### config.mk
export PLATFORM = sky130hd
export DESIGN_NAME = trpc_top
export DESIGN_NICKNAME = d
export VERILOG_FILES = /design/src/core/trpc_pkg.sv /design/src/core/trpc_top.sv
export VERILOG_INCLUDE_DIRS = /design/src /design/src/core
export SDC_FILE = /design/constraint.sdc
export NUM_CORES = 1
export LEC_CHECK = 0
export CORE_MARGIN = 2
export CORE_UTILIZATION = 48
export CTS_BUF_LIST = sky130_fd_sc_hd__clkbuf_16
export DETAILED_ROUTE_END_ITERATION = 7
export DONT_BUFFER_PORTS = 1
export PLACE_DENSITY_LB_ADDON = 0.12
export SETUP_SLACK_MARGIN = 0.2
export SLEW_MARGIN = 20
export SYNTH_ARGS = -nofsm -noshare
export SYNTH_HDL_FRONTEND = slang
export SYNTH_SLANG_ARGS = --single-unit
### constraint.sdc
create_clock -name ref_clk -period 9.5 [get_ports ref_clk]
set_input_delay 1.9 -clock ref_clk [delete_from_list [all_inputs] [get_ports ref_clk]]
set_output_delay 1.9 -clock ref_clk [all_outputs]
set_load 0.02 [all_outputs]
### src/core/trpc_cfg.svh
// timing and layout constants for the tape read parity checker
`ifndef TRPC_CFG_SVH
`define TRPC_CFG_SVH
`define TRPC_CLK_NS           25
`define TRPC_TEN_CLK_PERIODS  10
`define TRPC_EOD_HALF_PERIODS 5
`define TRPC_DISP_MS          250
`define TRPC_DISP_CYC         ((`TRPC_DISP_MS * 1000000) / `TRPC_CLK_NS)
`define TRPC_STOP_US          1
`define TRPC_STOP_CYC         ((`TRPC_STOP_US * 1000) / `TRPC_CLK_NS)
`define TRPC_TRACKS           9
`define TRPC_APB_CTRL         12'h000
`define TRPC_APB_STAT         12'h004
`define TRPC_CTRL_W           7
`endif

### src/core/trpc_pkg.sv
// types for the tape read parity checker
package trpc_pkg;
	typedef enum logic [2:0] {
		ST_IDLE  = 3'b000,
		ST_DATA  = 3'b001,
		ST_EOD   = 3'b010,
		ST_CHECK = 3'b011,
		ST_DISP  = 3'b100,
		ST_HALT  = 3'b101
	} trpc_state_t;
	typedef struct packed {
		logic       cyclic;
		logic       ram;
		logic       hi_range;
		logic       halt_on_error;
		logic       seven_track;
		logic       odd;
		logic       block;
	} trpc_ctrl_t;
	typedef struct packed {
		logic       fwd;
		logic       rev;
		logic       raw;
	} trpc_req_t;
endpackage

### src/core/trpc_top.sv
// tape read parity checker: vertical and longitudinal checks plus block motion control
`timescale 1ns/1ps
`include "trpc_cfg.svh"

module trpc_top (
	input  wire logic                   ref_clk,
	input  wire logic                   rst_n,
	input  wire logic                   clk_en,
	input  wire logic                   psel,
	input  wire logic                   penable,
	input  wire logic                   pwrite,
	input  wire logic [11:0]            paddr,
	input  wire logic [31:0]            pwdata,
	output logic      [31:0]            prdata,
	output logic                        pready,
	output logic                        pslverr,
	input  wire logic [8:0]             read_char,
	input  wire logic                   read_strobe,
	input  wire logic                   write_window_gate,
	output logic                        lateral_parity_lamp,
	output logic                        vpe_monitor,
	output logic      [8:0]             long_err_lamp,
	output logic                        ten_clock_gate,
	output logic                        reverse_motion_request,
	output logic                        forward_motion_request,
	output logic                        read_after_write_request
);
	// ========================================
	// registers
	trpc_pkg::trpc_ctrl_t  ctrl_r;
	trpc_pkg::trpc_state_t state_r;
	logic                  apb_hit;
	logic                  halt_prev_r;

	// access phase taken once; pready follows one cycle later from a flop
	assign apb_hit = psel && penable && !pready;

	always_ff @(posedge ref_clk) begin
		if (!rst_n) begin
			ctrl_r  <= '0;
			prdata  <= 32'h0;
			pready  <= 1'b0;
			pslverr <= 1'b0;
		end else if (clk_en) begin
			pready  <= apb_hit;
			pslverr <= 1'b0;
			// the write lands on the edge that completes the access, not before
			if (psel && penable && pready && pwrite && paddr == `TRPC_APB_CTRL)
				ctrl_r <= pwdata[`TRPC_CTRL_W-1:0];
			if (apb_hit) begin
				prdata <= 32'h0;
				if (paddr == `TRPC_APB_CTRL) begin
					if (!pwrite)
						prdata <= {25'h0, ctrl_r};
				end else if (paddr == `TRPC_APB_STAT) begin
					if (!pwrite)
						prdata <= {16'h0, 1'b0, state_r, long_err_lamp,
							lateral_parity_lamp, ten_clock_gate, 1'b0};
				end else begin
					pslverr <= 1'b1;
				end
			end
		end
	end

	// ========================================
	// link synchronisers, three stages, agree on stages two and three
	logic [2:0] stb_s;
	logic [2:0] wwg_s;
	logic [8:0] ch_s1, ch_s2, ch_s3, ch_q;
	logic       stb_q, wwg_q;
	always_ff @(posedge ref_clk) begin
		if (!rst_n) begin
			stb_s <= 3'h0;
			wwg_s <= 3'h0;
			ch_s1 <= 9'h0;
			ch_s2 <= 9'h0;
			ch_s3 <= 9'h0;
			ch_q  <= 9'h0;
			stb_q <= 1'b0;
			wwg_q <= 1'b0;
		end else if (clk_en) begin
			stb_s <= {stb_s[1:0], read_strobe};
			wwg_s <= {wwg_s[1:0], write_window_gate};
			ch_s1 <= read_char;
			ch_s2 <= ch_s1;
			ch_s3 <= ch_s2;
			if (ch_s2 == ch_s3)
				ch_q <= ch_s3;
			if (stb_s[1] == stb_s[2])
				stb_q <= stb_s[2];
			if (wwg_s[1] == wwg_s[2])
				wwg_q <= wwg_s[2];
		end
	end
	logic stb_rise, stb_prev, wwg_fall, wwg_prev;
	always_ff @(posedge ref_clk) begin
		if (!rst_n) begin
			stb_prev <= 1'b0;
			wwg_prev <= 1'b0;
		end else if (clk_en) begin
			stb_prev <= stb_q;
			wwg_prev <= wwg_q;
		end
	end
	assign stb_rise = stb_q && !stb_prev;
	assign wwg_fall = !wwg_q && wwg_prev;

	// ========================================
	// strobe period measurement, gives the window length
	// the window tracks tape speed so 800 bpi at 12.5 ips yields 1000 us
	logic [19:0] per_cnt_r, period_r;
	logic [23:0] win_cnt_r;
	logic [23:0] win_len;
	logic [20:0] eod_len;
	always_ff @(posedge ref_clk) begin
		if (!rst_n) begin
			per_cnt_r <= 20'h0;
			period_r  <= 20'h0;
		end else if (clk_en) begin
			if (stb_rise) begin
				period_r  <= per_cnt_r;
				per_cnt_r <= 20'h1;
			end else if (per_cnt_r != 20'hfffff) begin
				per_cnt_r <= per_cnt_r + 20'h1;
			end
		end
	end
	// range select only limits which periods are plausible; hi range clamps long ones
	logic [19:0] per_used;
	assign per_used = (ctrl_r.hi_range && period_r[19:18] != 2'h0) ? 20'h3ffff : period_r;
	assign win_len = 24'(per_used) * 24'(`TRPC_TEN_CLK_PERIODS);
	assign eod_len = 21'((21'(per_used) * 21'(`TRPC_EOD_HALF_PERIODS)) >> 1);

	// ========================================
	// vertical parity, seven track masks tracks 0 and 1 (bits 0,1; bit 8 is P)
	logic [8:0] ch_mask;
	logic       vpe;
	assign ch_mask = ctrl_r.seven_track ? (ch_q & 9'h1fc) : ch_q;
	assign vpe = (^ch_mask) == ctrl_r.odd ? 1'b0 : 1'b1;

	// ========================================
	// sequencer
	logic [23:0] tmr_r;
	logic [8:0]  lxor_r;
	logic        any_err;
	logic        dir_rev_r;
	always_ff @(posedge ref_clk) begin
		if (!rst_n) begin
			state_r   <= trpc_pkg::ST_IDLE;
			tmr_r     <= 24'h0;
			lxor_r    <= 9'h0;
			win_cnt_r <= 24'h0;
			dir_rev_r <= 1'b0;
		end else if (clk_en) begin
			unique case (state_r)
				trpc_pkg::ST_IDLE: begin
					lxor_r <= 9'h0;
					if (ctrl_r.block)
						state_r <= trpc_pkg::ST_DATA;
				end
				trpc_pkg::ST_DATA: begin
					if (stb_rise)
						lxor_r <= lxor_r ^ ch_mask;
					if (!ctrl_r.block)
						state_r <= trpc_pkg::ST_IDLE;
					else if (wwg_fall) begin
						tmr_r   <= 24'(eod_len);
						state_r <= trpc_pkg::ST_EOD;
					end
				end
				trpc_pkg::ST_EOD: begin
					if (stb_rise)
						lxor_r <= lxor_r ^ ch_mask;
					if (tmr_r == 24'h0) begin
						// the zero count is a window cycle too
						win_cnt_r <= win_len - 24'(win_len != 24'h0);
						state_r   <= trpc_pkg::ST_CHECK;
					end else
						tmr_r <= tmr_r - 24'h1;
				end
				trpc_pkg::ST_CHECK: begin
					if (stb_rise)
						lxor_r <= lxor_r ^ ch_mask;
					if (win_cnt_r == 24'h0) begin
						tmr_r   <= 24'(`TRPC_DISP_CYC);
						state_r <= trpc_pkg::ST_DISP;
					end else
						win_cnt_r <= win_cnt_r - 24'h1;
				end
				trpc_pkg::ST_DISP: begin
					if (tmr_r == 24'h0) begin
						if (ctrl_r.halt_on_error && any_err)
							state_r <= trpc_pkg::ST_HALT;
						else begin
							lxor_r    <= 9'h0;
							dir_rev_r <= ctrl_r.cyclic ? !dir_rev_r : 1'b0;
							state_r   <= trpc_pkg::ST_DATA;
						end
					end else
						tmr_r <= tmr_r - 24'h1;
				end
				trpc_pkg::ST_HALT: begin
					if (ctrl_r.cyclic || !ctrl_r.block) begin
						lxor_r    <= 9'h0;
						dir_rev_r <= !dir_rev_r;
						state_r   <= ctrl_r.block ? trpc_pkg::ST_DATA : trpc_pkg::ST_IDLE;
					end
				end
				default: state_r <= trpc_pkg::ST_IDLE;
			endcase
		end
	end

	// ========================================
	// lamps; block-start clear and set-wins ordering
	logic blk_start;
	assign blk_start = (state_r == trpc_pkg::ST_DISP && tmr_r == 24'h0
		&& !(ctrl_r.halt_on_error && any_err)) || state_r == trpc_pkg::ST_IDLE;
	assign any_err = lateral_parity_lamp || (long_err_lamp != 9'h0);
	always_ff @(posedge ref_clk) begin
		if (!rst_n) begin
			lateral_parity_lamp <= 1'b0;
			vpe_monitor         <= 1'b0;
			long_err_lamp       <= 9'h0;
			halt_prev_r         <= 1'b0;
		end else if (clk_en) begin
			halt_prev_r <= ctrl_r.halt_on_error;
			vpe_monitor <= stb_rise && vpe;
			// the first block after motion starts may flag spuriously; left to the operator
			if (stb_rise && vpe && state_r != trpc_pkg::ST_CHECK)
				lateral_parity_lamp <= 1'b1;
			else if ((halt_prev_r != ctrl_r.halt_on_error) || (ctrl_r.block && blk_start))
				lateral_parity_lamp <= 1'b0;
			if (state_r == trpc_pkg::ST_CHECK && win_cnt_r == 24'h0)
				long_err_lamp <= lxor_r;
			else if (ctrl_r.block && blk_start)
				long_err_lamp <= 9'h0;
		end
	end

	// ========================================
	// motion requests and gates
	logic moving;
	assign moving = ctrl_r.block && (state_r == trpc_pkg::ST_DATA
		|| state_r == trpc_pkg::ST_EOD || state_r == trpc_pkg::ST_CHECK);
	always_ff @(posedge ref_clk) begin
		if (!rst_n) begin
			forward_motion_request   <= 1'b0;
			reverse_motion_request   <= 1'b0;
			read_after_write_request <= 1'b0;
			ten_clock_gate           <= 1'b0;
		end else if (clk_en) begin
			forward_motion_request   <= moving && !dir_rev_r;
			reverse_motion_request   <= moving && dir_rev_r;
			read_after_write_request <= ctrl_r.block && ctrl_r.ram
				&& state_r == trpc_pkg::ST_DISP;
			ten_clock_gate           <= state_r == trpc_pkg::ST_CHECK;
		end
	end
endmodule // trpc_top

Yosys cells after proc, flatten, opt, wreduce, memory -nomap -nowiden
Cells that the tools add are included.

Flip-flop bits (word level): 204.

Reduce and logical (&&, ||, !) cells: 63. Muxes and demuxes: 44. Eq/ne operators: 25. Bitwise operators: 1. $add $sub $neg: 4. Multipliers: 2.

Operators by type and width (count): 2-to-1 mux 24 bit (6); one-hot mux 24 bit (3 select lines) (1); 2-to-1 mux 20 bit (3); 2-to-1 mux 9 bit (6); logical NOT 24 bit (2); one-hot mux 24 bit (2 select lines) (1); subtractor 24 x 1 -> 24 bit, second input constant (2); one-hot mux 9 bit (4 select lines) (1); 2-to-1 mux 32 bit (1); 2-to-1 mux 15 bit (2); 2-to-1 mux 3 bit (8); nonzero test 24 bit (1); subtractor 24 x 1 -> 24 bit (1); multiplier 20 x 3 -> 23 bit, second input constant (1); multiplier 20 x 3 -> 21 bit, second input constant (1); adder 20 x 1 -> 20 bit, second input constant (1); logical AND 1 bit (20); inequality test 2 bit, second input constant (10); inequality test 20 bit, second input constant (1); one-hot mux 3 bit (6 select lines) (1); AND reduction 2 bit (9); == test 12 x 3 -> 1 bit, second input constant (1); logical NOT 12 bit (1); AND reduction 6 bit (2); other kinds (27) (56).

Longest topological paths before layout
Gate-level depths: netlist (run 1).

Word-level depth: 10. Mapped depth: 25.

Worst setup path before layout (run 1)
No wires, ideal clock.

Path type: flip-flop to flip-flop. Start point: reg period_r[19]. End point: reg win_cnt_r[14]. Data required time: 9.377 ns. Data arrival time: 5.202 ns. Setup slack: 4.175 ns. Cell stages (with the launch flop): 25. Cells stage by stage: dfxtp_1 o21a_1 nor2_1 inv_1 ha_1 ha_1 fa_1 and3_2 or3_1 a221o_1 a211oi_4 nand4b_4 nor4_1 nor4b_2 buf_4 buf_8 inv_1 ha_1 nand3_1 nor2_1 nand4b_1 nor2_1 xor2_1 a221oi_1 nor2b_1.

Longest elaborated chain between the ends: 8.

Ends and longest elaborated chain: from (decl) (RTL line trpc_top.sv:112) `logic [19:0] per_cnt_r, period_r;`; from (signal assigned) (RTL line trpc_top.sv:122) `period_r <= per_cnt_r;`; nonzero test 2 bit (RTL line trpc_top.sv:131) `assign per_used = (ctrl_r.hi_range && period_r[19:18] != 2'h0) ? 20'h3ffff : period_r;`; logical AND 1 bit (RTL line trpc_top.sv:131); 2-to-1 mux 20 bit (*) (RTL line trpc_top.sv:131); multiplier 20 x 3 -> 23 bit (*) (RTL line trpc_top.sv:132) `` assign win_len = 24'(per_used) * 24'(`TRPC_TEN_CLK_PERIODS); ``; nonzero test 24 bit (RTL line trpc_top.sv:177) `win_cnt_r <= win_len - 24'(win_len != 24'h0);`; subtractor 24 x 1 -> 24 bit (*) (RTL line trpc_top.sv:177); 2-to-1 mux 24 bit (*) (RTL line trpc_top.sv:175) `if (tmr_r == 24'h0) begin`; one-hot mux 24 bit (2 select lines) (*) (RTL line trpc_top.sv:156) `unique case (state_r)`; to (signal assigned) (RTL line trpc_top.sv:177); to (signal assigned) (RTL line trpc_top.sv:189) `win_cnt_r <= win_cnt_r - 24'h1;`; to (decl) (RTL line trpc_top.sv:113) `logic [23:0] win_cnt_r;`.

Every way passes the cells marked *; elsewhere a longest branch is shown, timed or not. The select of a mux whose other input is x is not followed. A chain may end at the register's enable or synchronous reset.

Final worst setup path (run 1)
Same ends and word-level chain as after synthesis.

==> results_dict.tcl, run 1 <==
set metrics [dict create \
    drt_wl_total_microns 26100 \
    r2r_cells 23 \
    layout.cells.non_filler 1613 \
    clock.fmax_mhz 159 \
    end_kind "flip-flop" \
    rows 55 \
    rr_startpoint "period_r[19]" \
    yosysSeqAreaShare_pct 34.0 \
    first_pass_iters 6 \
    final_nets 1405 \
    grt_max_degree 173 \
    io_buffers 0 \
    hpwl_microns 18100 \
    hold_start "period_r[16]" \
    hold_depth 2 \
    tritoncts "built" \
    die_w_microns 155 \
    final_cell_mix "dfxtp_1 (187), nand2_1 (163), nor2_1 (107), nor2b_1 (79), o21ai_0 (77)" \
    core-area_sq_um 22600 \
    reg2reg_to "win_cnt_r[14]" \
    netlist_instances 1363 \
    post-place-cells 1581 \
    htreeDepth 4 \
    crit_buf_inv 3 \
    drive_gt1_share_pct 6.48 \
    wl_met2_microns 12200 \
    clk_pin_slew_ns 0.08 \
    cts_root_buf "clkbuf_16" \
    path_class "flip-flop to flip-flop" \
    yosysWarnings 0 \
    die_h_microns 155 \
    clockBufferDepth 2 \
    avgSynthCellArea_sq_um 8.08 \
    switchingPower_uw 429 \
    multi_input_area_sq_um 6810 \
    ir_drop_v 0.0000820 \
    antenna_found_initial 0 \
    postCtsHoldBufs 0 \
    p_int_uw 1190 \
    p_leak_uw 0.00458 \
    synthFlopType "dfxtp_1" \
    p_clk_share_pct 48.3 \
    arrival_ns 6.61 \
    drc 0 \
    seqPwrFrac_pct 49.1 \
    grt_pass1_vias 8446 \
    crit_slowest_cell "nor2_1" \
    regArea_sq_um 3740 \
    slew-limit-headroom_pct 28.4 \
    ioPinCount 110 \
    diodes 0 \
    cts.sink_count 187 \
    area_growth_syn_to_layout_pct 6.60 \
    critPathMaxFanout 20 \
    ys_ff_latch 187 \
    max_stage_delay_ns 0.54 \
    via_per_inst 5.69 \
    syn_area_sq_um 11000 \
    r2r_setup_slack_ns 3.22 \
    ys_types 89 \
    cap_violations 0 \
    wl_met3_microns 896 \
    cts_resized 0 \
    drt-met1-wl_microns 12500 \
    cp_top_family "simple AND/OR/NAND/NOR gates" \
    hold_viol_final 0 \
    fin_skew_ns 0.0207 \
    grt_first_pass_wirelength_microns 43100 \
    final_common_cell "dfxtp_1" \
    tns_ns 0 \
    hold_path.class "flip-flop to flip-flop" \
    fin_crit_ns 6.28 \
    finalSetupViolations 0 \
    path_cells "o21a_1, nor2_1, inv_1, ha_1, ha_1, fa_1, and3_2, or3_1, a221o_1, a211oi_4, nand4b_4, nor4_1, nor4b_2, buf_4, inv_1, ha_1, nand3_1, nor2_1, nand4b_1, nor2_1, xor2_1, a221oi_1, nor2b_1" \
    highest_layer "met4" \
    start_kind "flip-flop" \
    yosys.area.top_type "dfxtp_1" \
    async_reset_ff_share_pct 0 \
    cts_setup_buffers 0 \
    synth-edff-count 0 \
    fill_cells 2157 \
    outcome "completed" \
    yosys-top-cells-area "dfxtp_1 (34%), nand2_1 (5.6%), mux2i_1 (4.9%)" \
    fin_crit_sh_pct 66.1 \
    gr-total-overflow 0 \
    clock_latency_ns 0.45 \
    die_area_sq_um 24200 \
    p_comb_share_pct 2.6 \
    ant_nets 0 \
    grt_use_total_pct 21.6 \
    cp.required_ns 9.83 \
    start_util_pct 48.8 \
    timing_worst_slew_pin_value_ns 1.07 \
    rsz0062_at_grt "false" \
    wl_per_cell_microns 16.2 \
    p_per_area_nw_per_um2 138 \
    gp_congestion 0.836 \
    drt_iter0_drc 535 \
    holdPathEnd "period_r[16]" \
    maxSlewViolCount 0 \
    switching_share_pct 26.5 \
    yosys.area.top_type_share_pct 34.0 \
    dr_total_vias 9185 \
    cts_made_buffers 17 \
]
[worst max-delay path by stage]
| stage | from | endpoint | slack, ns | cells after the start |
|---|---|---|---|---|
| finish | period_r[19] | win_cnt_r[14] | 3.22 | 23 |
| global route | period_r[19] | win_cnt_r[14] | 2.66 | 23 |
| CTS | period_r[19] | win_cnt_r[14] | 3.19 | 23 |
| detailed placement | period_r[19] | win_cnt_r[14] | 3.20 | 23 |
| global placement | period_r[19] | win_cnt_r[14] | 3.35 | 23 |
| floorplan | period_r[19] | win_cnt_r[14] | 4.17 | 24 |
[worst reg2reg max path, delay by kind of cell, from the launching register on]
kind	cells	cell delay (ns)
buf+inv	3	0.45
compound gates	4	1.45
simple gates	11	2.58
fa+ha+maj	4	1.16
flops	1	0.34
xor+xnor	1	0.19
[cell families (layout without fill, tap and decap cells)]
family          Yosys count  after routing  synth area share, %
fa+ha+maj                29             29                 3.36
mux                      55             55                 5.01
flops                   187            187                 34.0
simple gates            570            570                 26.2
other cells               1             17               0.0340
xor+xnor                 80             80                 6.36
compound gates          325            325                 20.1
buf+inv                 116             65                 4.90
[power groups by stage]
stage                     Combinational, uW  Clock, uW  Sequential (uW)
after floorplan                        54.1          0              812
final                                  42.2        782              795
after CTS                              42.6        801              795
after global placement                 41.5          0              813
after detailed placement               42.6          0              814
after global routing                   46.0        829              796
[per-stage QoR]
step	util [%]	worst slack, ns	hold WS (ns)	total power [uW]	cell area [sq um]
final	52.0	3.22	0.461	1620	11700
after global routing	52.0	2.66	0.481	1670	11700
after CTS	52.0	3.19	0.464	1640	11700
after detailed placement	49.1	3.20	0.454	856	11100
after global placement	49.1	3.35	0.448	855	11100
after floorplan	-	4.17	0.434	866	11100
[flip-flops by register name (all words and copies together) (netlist names), 3 cells and up]
signal         cells
period_r          20
per_cnt_r         20
stb_s              3
wwg_s              3
state_r            3
prdata            15
lxor_r             9
ch_s1              9
win_cnt_r         24
ch_q               9
ch_s3              9
long_err_lamp      9
ch_s2              9
tmr_r             24
ctrl_r             7
[routing by layer]
layer	up-vias	GRT usage [%]
li1	4721	-
met5	-	0
met3	33	3.09
met1	4271	29.2
met2	160	35.6
met4	0	6.77
[cell type report]
cell class,instances,area share [%]
Sequential cell,187,31.9
Timing Repair Buffer,12,0.767
Inverter,21,0.671
Multi-Input combinational cell,1076,58.0
Clock inverter,15,1.99
Tap cell,285,3.04
Clock buffer,17,3.62
[Yosys cell counts (28+ instances only)]
library cell  instances
nor2_1              108
xnor2_1              40
nor3_1               31
o21ai_0              77
a21oi_1              65
dfxtp_1             187
ha_1                 28
nand3_1              46
mux2i_1              54
xor2_1               40
clkbuf_1             59
nor2b_1              79
a21boi_0             53
nand2_1             163
Note: power is estimated with default switching activity, not from simulation.
==> inputs of run 2 (changes only) <==
Clock period 9.5 ns to 5.5 ns, I/O delays scaled along.
==> run 2 against run 1 <==
Compared with the run above: utilization grew 0.56 points; largest power group unchanged; worst hold slack improved by 0.0023 ns; largest cell class unchanged; total power up 72%.
==> results_dict.tcl, run 2 (same netlist as run 1, synthesis figures left out) <==
set metrics [dict create \
    outcome "completed" \
    grt_use_total_pct 21.8 \
    multi_input_area_sq_um 6860 \
    fin_crit_ns 4.97 \
    gp_congestion 0.817 \
    top_regs "tmr_r: 24 flops, win_cnt_r: 24 flops" \
    p_int_uw 2060 \
    fin_util_pct 52.6 \
    fin_crit_sh_pct 90.4 \
    r2r_setup_slack_ns 0.53 \
    final_common_cell "dfxtp_1" \
    fill_cells 2221 \
    postCtsHoldBufs 0 \
    die_area_sq_um 24200 \
    finalSetupViolations 0 \
    p_per_area_nw_per_um2 235 \
    maxSlewViolCount 0 \
    drc 0 \
    cts_made_buffers 17 \
    htreeDepth 4 \
    p_clk_share_pct 48.2 \
    clock.fmax_mhz 201 \
    clk_pin_slew_ns 0.08 \
    rsz0062_at_grt "false" \
    switching_share_pct 26.4 \
    drt_iter0_drc 633 \
    grt_pass1_vias 8412 \
    core-area_sq_um 22600 \
    start_kind "flip-flop" \
    regArea_sq_um 3740 \
    tritoncts "built" \
    cts_root_buf "clkbuf_16" \
    cts.sink_count 187 \
    grt_first_pass_wirelength_microns 43400 \
    seqPwrFrac_pct 49.2 \
    ant_nets 0 \
    drt_wl_total_microns 26200 \
    switchingPower_uw 737 \
    antenna_found_initial 0 \
    cp_top_family "simple AND/OR/NAND/NOR gates" \
    critPathMaxFanout 4 \
    drive_gt1_share_pct 7.62 \
    via_per_inst 5.70 \
    fin_skew_ns 0.0195 \
    hpwl_microns 18500 \
    timing_worst_slew_pin_value_ns 1.02 \
    worstSetupPathDepth 22 \
    max_stage_delay_ns 0.41 \
    first_pass_iters 5 \
    hold_viol_final 0 \
    arrival_ns 5.30 \
    die_h_microns 155 \
    cap_violations 0 \
    ir_drop_v 0.000158 \
    p_comb_share_pct 2.6 \
    clockBufferDepth 2 \
    p_leak_uw 0.00467 \
    tns_ns 0 \
    crit_slowest_cell "fa_1" \
    cp.required_ns 5.83 \
    final_cell_mix "dfxtp_1 (187), nand2_1 (163), nor2_1 (106), nor2b_1 (79), o21ai_0 (77)" \
    start_util_pct 48.8 \
    wl_per_cell_microns 16.2 \
    clock_latency_ns 0.44 \
    path_cells "o21a_1, nor2_2, inv_1, ha_1, ha_1, fa_1, and3_2, or3_1, a221o_1, a211oi_4, nand4b_4, nor4_4, nor4b_4, inv_1, ha_1, nand3_2, nor2_1, nand4b_1, nor2_1, xor2_1, a221oi_2, nor2b_1" \
    final_nets 1415 \
    rows 55 \
    path_common_cell "ha_1" \
    dr_total_vias 9243 \
    slew-limit-headroom_pct 31.3 \
    crit_buf_inv 2 \
    gr-total-overflow 0 \
    hold_depth 2 \
    io_buffers 0 \
    area_growth_syn_to_layout_pct 7.75 \
    diodes 0 \
    ioPinCount 110 \
    grt_max_degree 173 \
    die_w_microns 155 \
    path_class "flip-flop to flip-flop" \
    r2r_cells 22 \
    hold_path.class "flip-flop to flip-flop" \
    end_kind "flip-flop" \
]
-- run 2: cell count changes in the layout (fill, tap and decap cells not counted), sizes merged --
cell	delta
clkinv	+1
buf	+10
inv	-1
-- run 2: per-stage QoR --
stage | std cells | worst slack, ns | instance area (sq um) | hold slack, ns | power [uW]
after floorplan | 1379 | 0.226 | 11100 | 0.434 | 1500
after global placement | 1590 | 0.239 | 11100 | 0.449 | 1480
after detailed placement | 1590 | 0.218 | 11100 | 0.453 | 1480
after CTS | 1622 | 0.212 | 11800 | 0.464 | 2820
after global routing | 1623 | 0.239 | 11900 | 0.489 | 2890
final | 1623 | 0.527 | 11900 | 0.464 | 2790
-- run 2: cell type report --
class,instances,share of cell area [%]
Tap cell,285,3.00
Clock buffer,17,3.58
Clock inverter,15,2.00
Sequential cell,187,31.5
Timing Repair Buffer,22,1.39
Multi-Input combinational cell,1076,57.8
Inverter,21,0.664
-- run 2: path summary, 6_finish.rpt --
path / start / endpoint
setup / recovery: period_r[19] / win_cnt_r[14]
hold reg to reg: period_r[17] / period_r[17]
setup reg to reg: period_r[19] / win_cnt_r[14]
hold / removal: period_r[17] / period_r[17]
-- run 2: power groups by stage --
stage	combinational, uW	clock, uW	sequential, uW
finish	72.1	1350	1370
global route	78.3	1430	1380
CTS	73.1	1380	1370
detailed placement	72.9	0	1410
global placement	71.6	0	1400
floorplan	93.5	0	1400
-- run 2: per-layer routing --
metal / track usage [%] / vias to the layer above / routed length, microns
met5: 0 / - / 0
met1: 30.1 / 4288 / 12800
met2: 35.4 / 186 / 12100
met3: 3.37 / 24 / 947
met4: 5.77 / 0 / 354
li1: - / 4745 / -
-- run 2: worst register-to-register path, cell delays in order, from the launching register on --
cell      delay [ns]
dfxtp_1         0.33
o21a_1          0.21
nor2_2          0.13
inv_1           0.06
ha_1            0.28
ha_1            0.22
fa_1            0.41
and3_2          0.24
or3_1           0.33
a221o_1         0.41
a211oi_4        0.23
nand4b_4        0.15
nor4_4          0.31
nor4b_4         0.29
inv_1           0.08
ha_1            0.23
nand3_2         0.10
nor2_1          0.06
nand4b_1        0.16
nor2_1          0.07
xor2_1          0.21
a221oi_2        0.26
nor2b_1         0.07
-- run 2: repair_timing --
action                     in CTS  in global routing
gates resized for setup         0                  6
buffers inserted                0                  1
setup endpoints to repair       0                  6
==> inputs of run 3 (changes only) <==
Settings changed: CORE_UTILIZATION 48 to 45, GPL_ROUTABILITY_DRIVEN set to 0.
==> run 3 against run 2 <==
Compared with the run above: fmax fell by 0.11%; worst hold slack got worse by 0.0018 ns; via count rose by 0.60%; critical endpoint unchanged; largest power group unchanged.
==> results_dict.tcl, run 3 (same netlist as run 1, synthesis figures left out) <==
set metrics [dict create \
    grt_max_degree 173 \
    end_kind "flip-flop" \
    arrival_ns 5.32 \
    reg2reg_to "win_cnt_r[14]" \
    drive_gt1_share_pct 7.92 \
    clk_pin_slew_ns 0.09 \
    cp.required_ns 5.84 \
    final_cell_mix "dfxtp_1 (187), nand2_1 (163), nor2_1 (105), nor2b_1 (79), o21ai_0 (76)" \
    fin_crit_sh_pct 90.5 \
    final_nets 1416 \
    cts.sink_count 187 \
    die_area_sq_um 25700 \
    wl_per_cell_microns 16.0 \
    drc 0 \
    postCtsHoldBufs 0 \
    slew-limit-headroom_pct 37.6 \
    p_per_area_nw_per_um2 231 \
    cap_violations 0 \
    tritoncts "built" \
    drt_iter0_drc 633 \
    via_per_inst 5.59 \
    area_growth_syn_to_layout_pct 8.12 \
    r2r_cells 23 \
    path_cells "o21ai_2, buf_12, nand2b_1, ha_1, ha_1, fa_1, buf_4, a21oi_2, o221a_2, or2_2, a21oi_1, a211oi_2, or4b_4, nor4b_4, inv_1, ha_2, nand3_2, nor2_1, nand4b_1, nor2_1, xor2_1, a221oi_1, nor2b_1" \
    cts_made_buffers 17 \
    htreeDepth 4 \
    clock.fmax_mhz 201 \
    final_common_cell "dfxtp_1" \
    start_util_pct 45.6 \
    hold_path.class "flip-flop to flip-flop" \
    fin_crit_ns 4.98 \
    maxSlewViolCount 0 \
    critPathMaxFanout 19 \
    hold_start "win_cnt_r[16]" \
    first_pass_iters 5 \
    core-area_sq_um 24200 \
    path_class "flip-flop to flip-flop" \
    die_w_microns 160 \
    rr_startpoint "period_r[19]" \
    fill_cells 2372 \
    worstSetupPathDepth 23 \
    clockBufferDepth 2 \
    holdPathEnd "win_cnt_r[16]" \
    cp_top_family "simple AND/OR/NAND/NOR gates" \
    outcome "completed" \
    tns_ns 0 \
    hold_depth 2 \
    clock_latency_ns 0.46 \
    dr_total_vias 9298 \
    gr-total-overflow 0 \
    p_leak_uw 0.00465 \
    diodes 0 \
    ir_drop_v 0.000160 \
    top_regs "tmr_r: 24 flops, win_cnt_r: 24 flops" \
    cts_root_buf "clkbuf_16" \
    crit_buf_inv 3 \
    antenna_found_initial 0 \
    timing_worst_slew_pin_value_ns 0.934 \
    max_stage_delay_ns 0.53 \
    finalSetupViolations 0 \
    start_kind "flip-flop" \
    grt_first_pass_wirelength_microns 44900 \
    crit_slowest_cell "or4b_4" \
    ioPinCount 110 \
    grt_use_total_pct 21.0 \
    die_h_microns 160 \
    hpwl_microns 18500 \
    drt_wl_total_microns 26600 \
    fin_skew_ns 0.0209 \
    ant_nets 0 \
    r2r_setup_slack_ns 0.52 \
    hold_viol_final 0 \
    fin_util_pct 49.3 \
    io_buffers 0 \
    rows 57 \
    rsz0062_at_grt "false" \
    grt_pass1_vias 8726 \
]
==> run 3: final cells by class <==
type                    instances  area, sq um  share of cell area [%]
inverters                      21         78.8                   0.662
flip-flops and latches        187         3740                    31.4
clock inverters                15          199                    1.67
repair buffers                 23          185                    1.55
well taps                     324          405                    3.40
multi-input cells            1076         6870                    57.7
clock buffers                  17          425                    3.57
==> run 3: worst max path at each step <==
stage               slack [ns]         start       endpoint
floorplan                 0.23  period_r[19]  win_cnt_r[14]
global route              0.22  period_r[19]  win_cnt_r[14]
global placement          0.21  period_r[19]  win_cnt_r[14]
finish                    0.52  period_r[19]  win_cnt_r[14]
detailed placement        0.13  period_r[19]  win_cnt_r[14]
CTS                       0.24  period_r[19]  win_cnt_r[14]
==> run 3: worst min-delay path, cell delays in order (launching register included) <==
cell and delay, ns:
dfxtp_1 0.31, nand3_1 0.06, nand2_1 0.05
==> run 3: power by group <==
group / switching, uW / internal, uW / total, uW
registers: 9.97 / 1360 / 1370
logic: 34.6 / 37.5 / 72.2
clock network: 670 / 632 / 1300
==> run 3: repair_timing <==
action | in CTS | in global routing
gates resized for setup | 2 | 11
setup endpoints to repair | 2 | 7
gates cloned | 0 | 0
buffers inserted | 0 | 1
pin swaps | 0 | 5
==> run 3: stage by stage <==
stage               total power, uW  instances  instance area (sq um)  setup slack [ns]  hold WS, ns
detailed placement             1480       1630                  11200             0.132        0.450
global placement               1480       1630                  11200             0.208        0.452
floorplan                      1500       1379                  11100             0.226        0.434
finish                         2750       1663                  11900             0.521        0.462
CTS                            2780       1662                  11900             0.235        0.461
global route                   2840       1663                  11900             0.221        0.492
==> run 3: per-layer routing <==
layer,track usage (%),vias to the layer above,wire [microns]
li1,-,4742,-
met1,28.5,4390,12900
met2,35.4,146,12500
met3,2.89,20,916
met4,5.45,0,277
met5,0,-,0
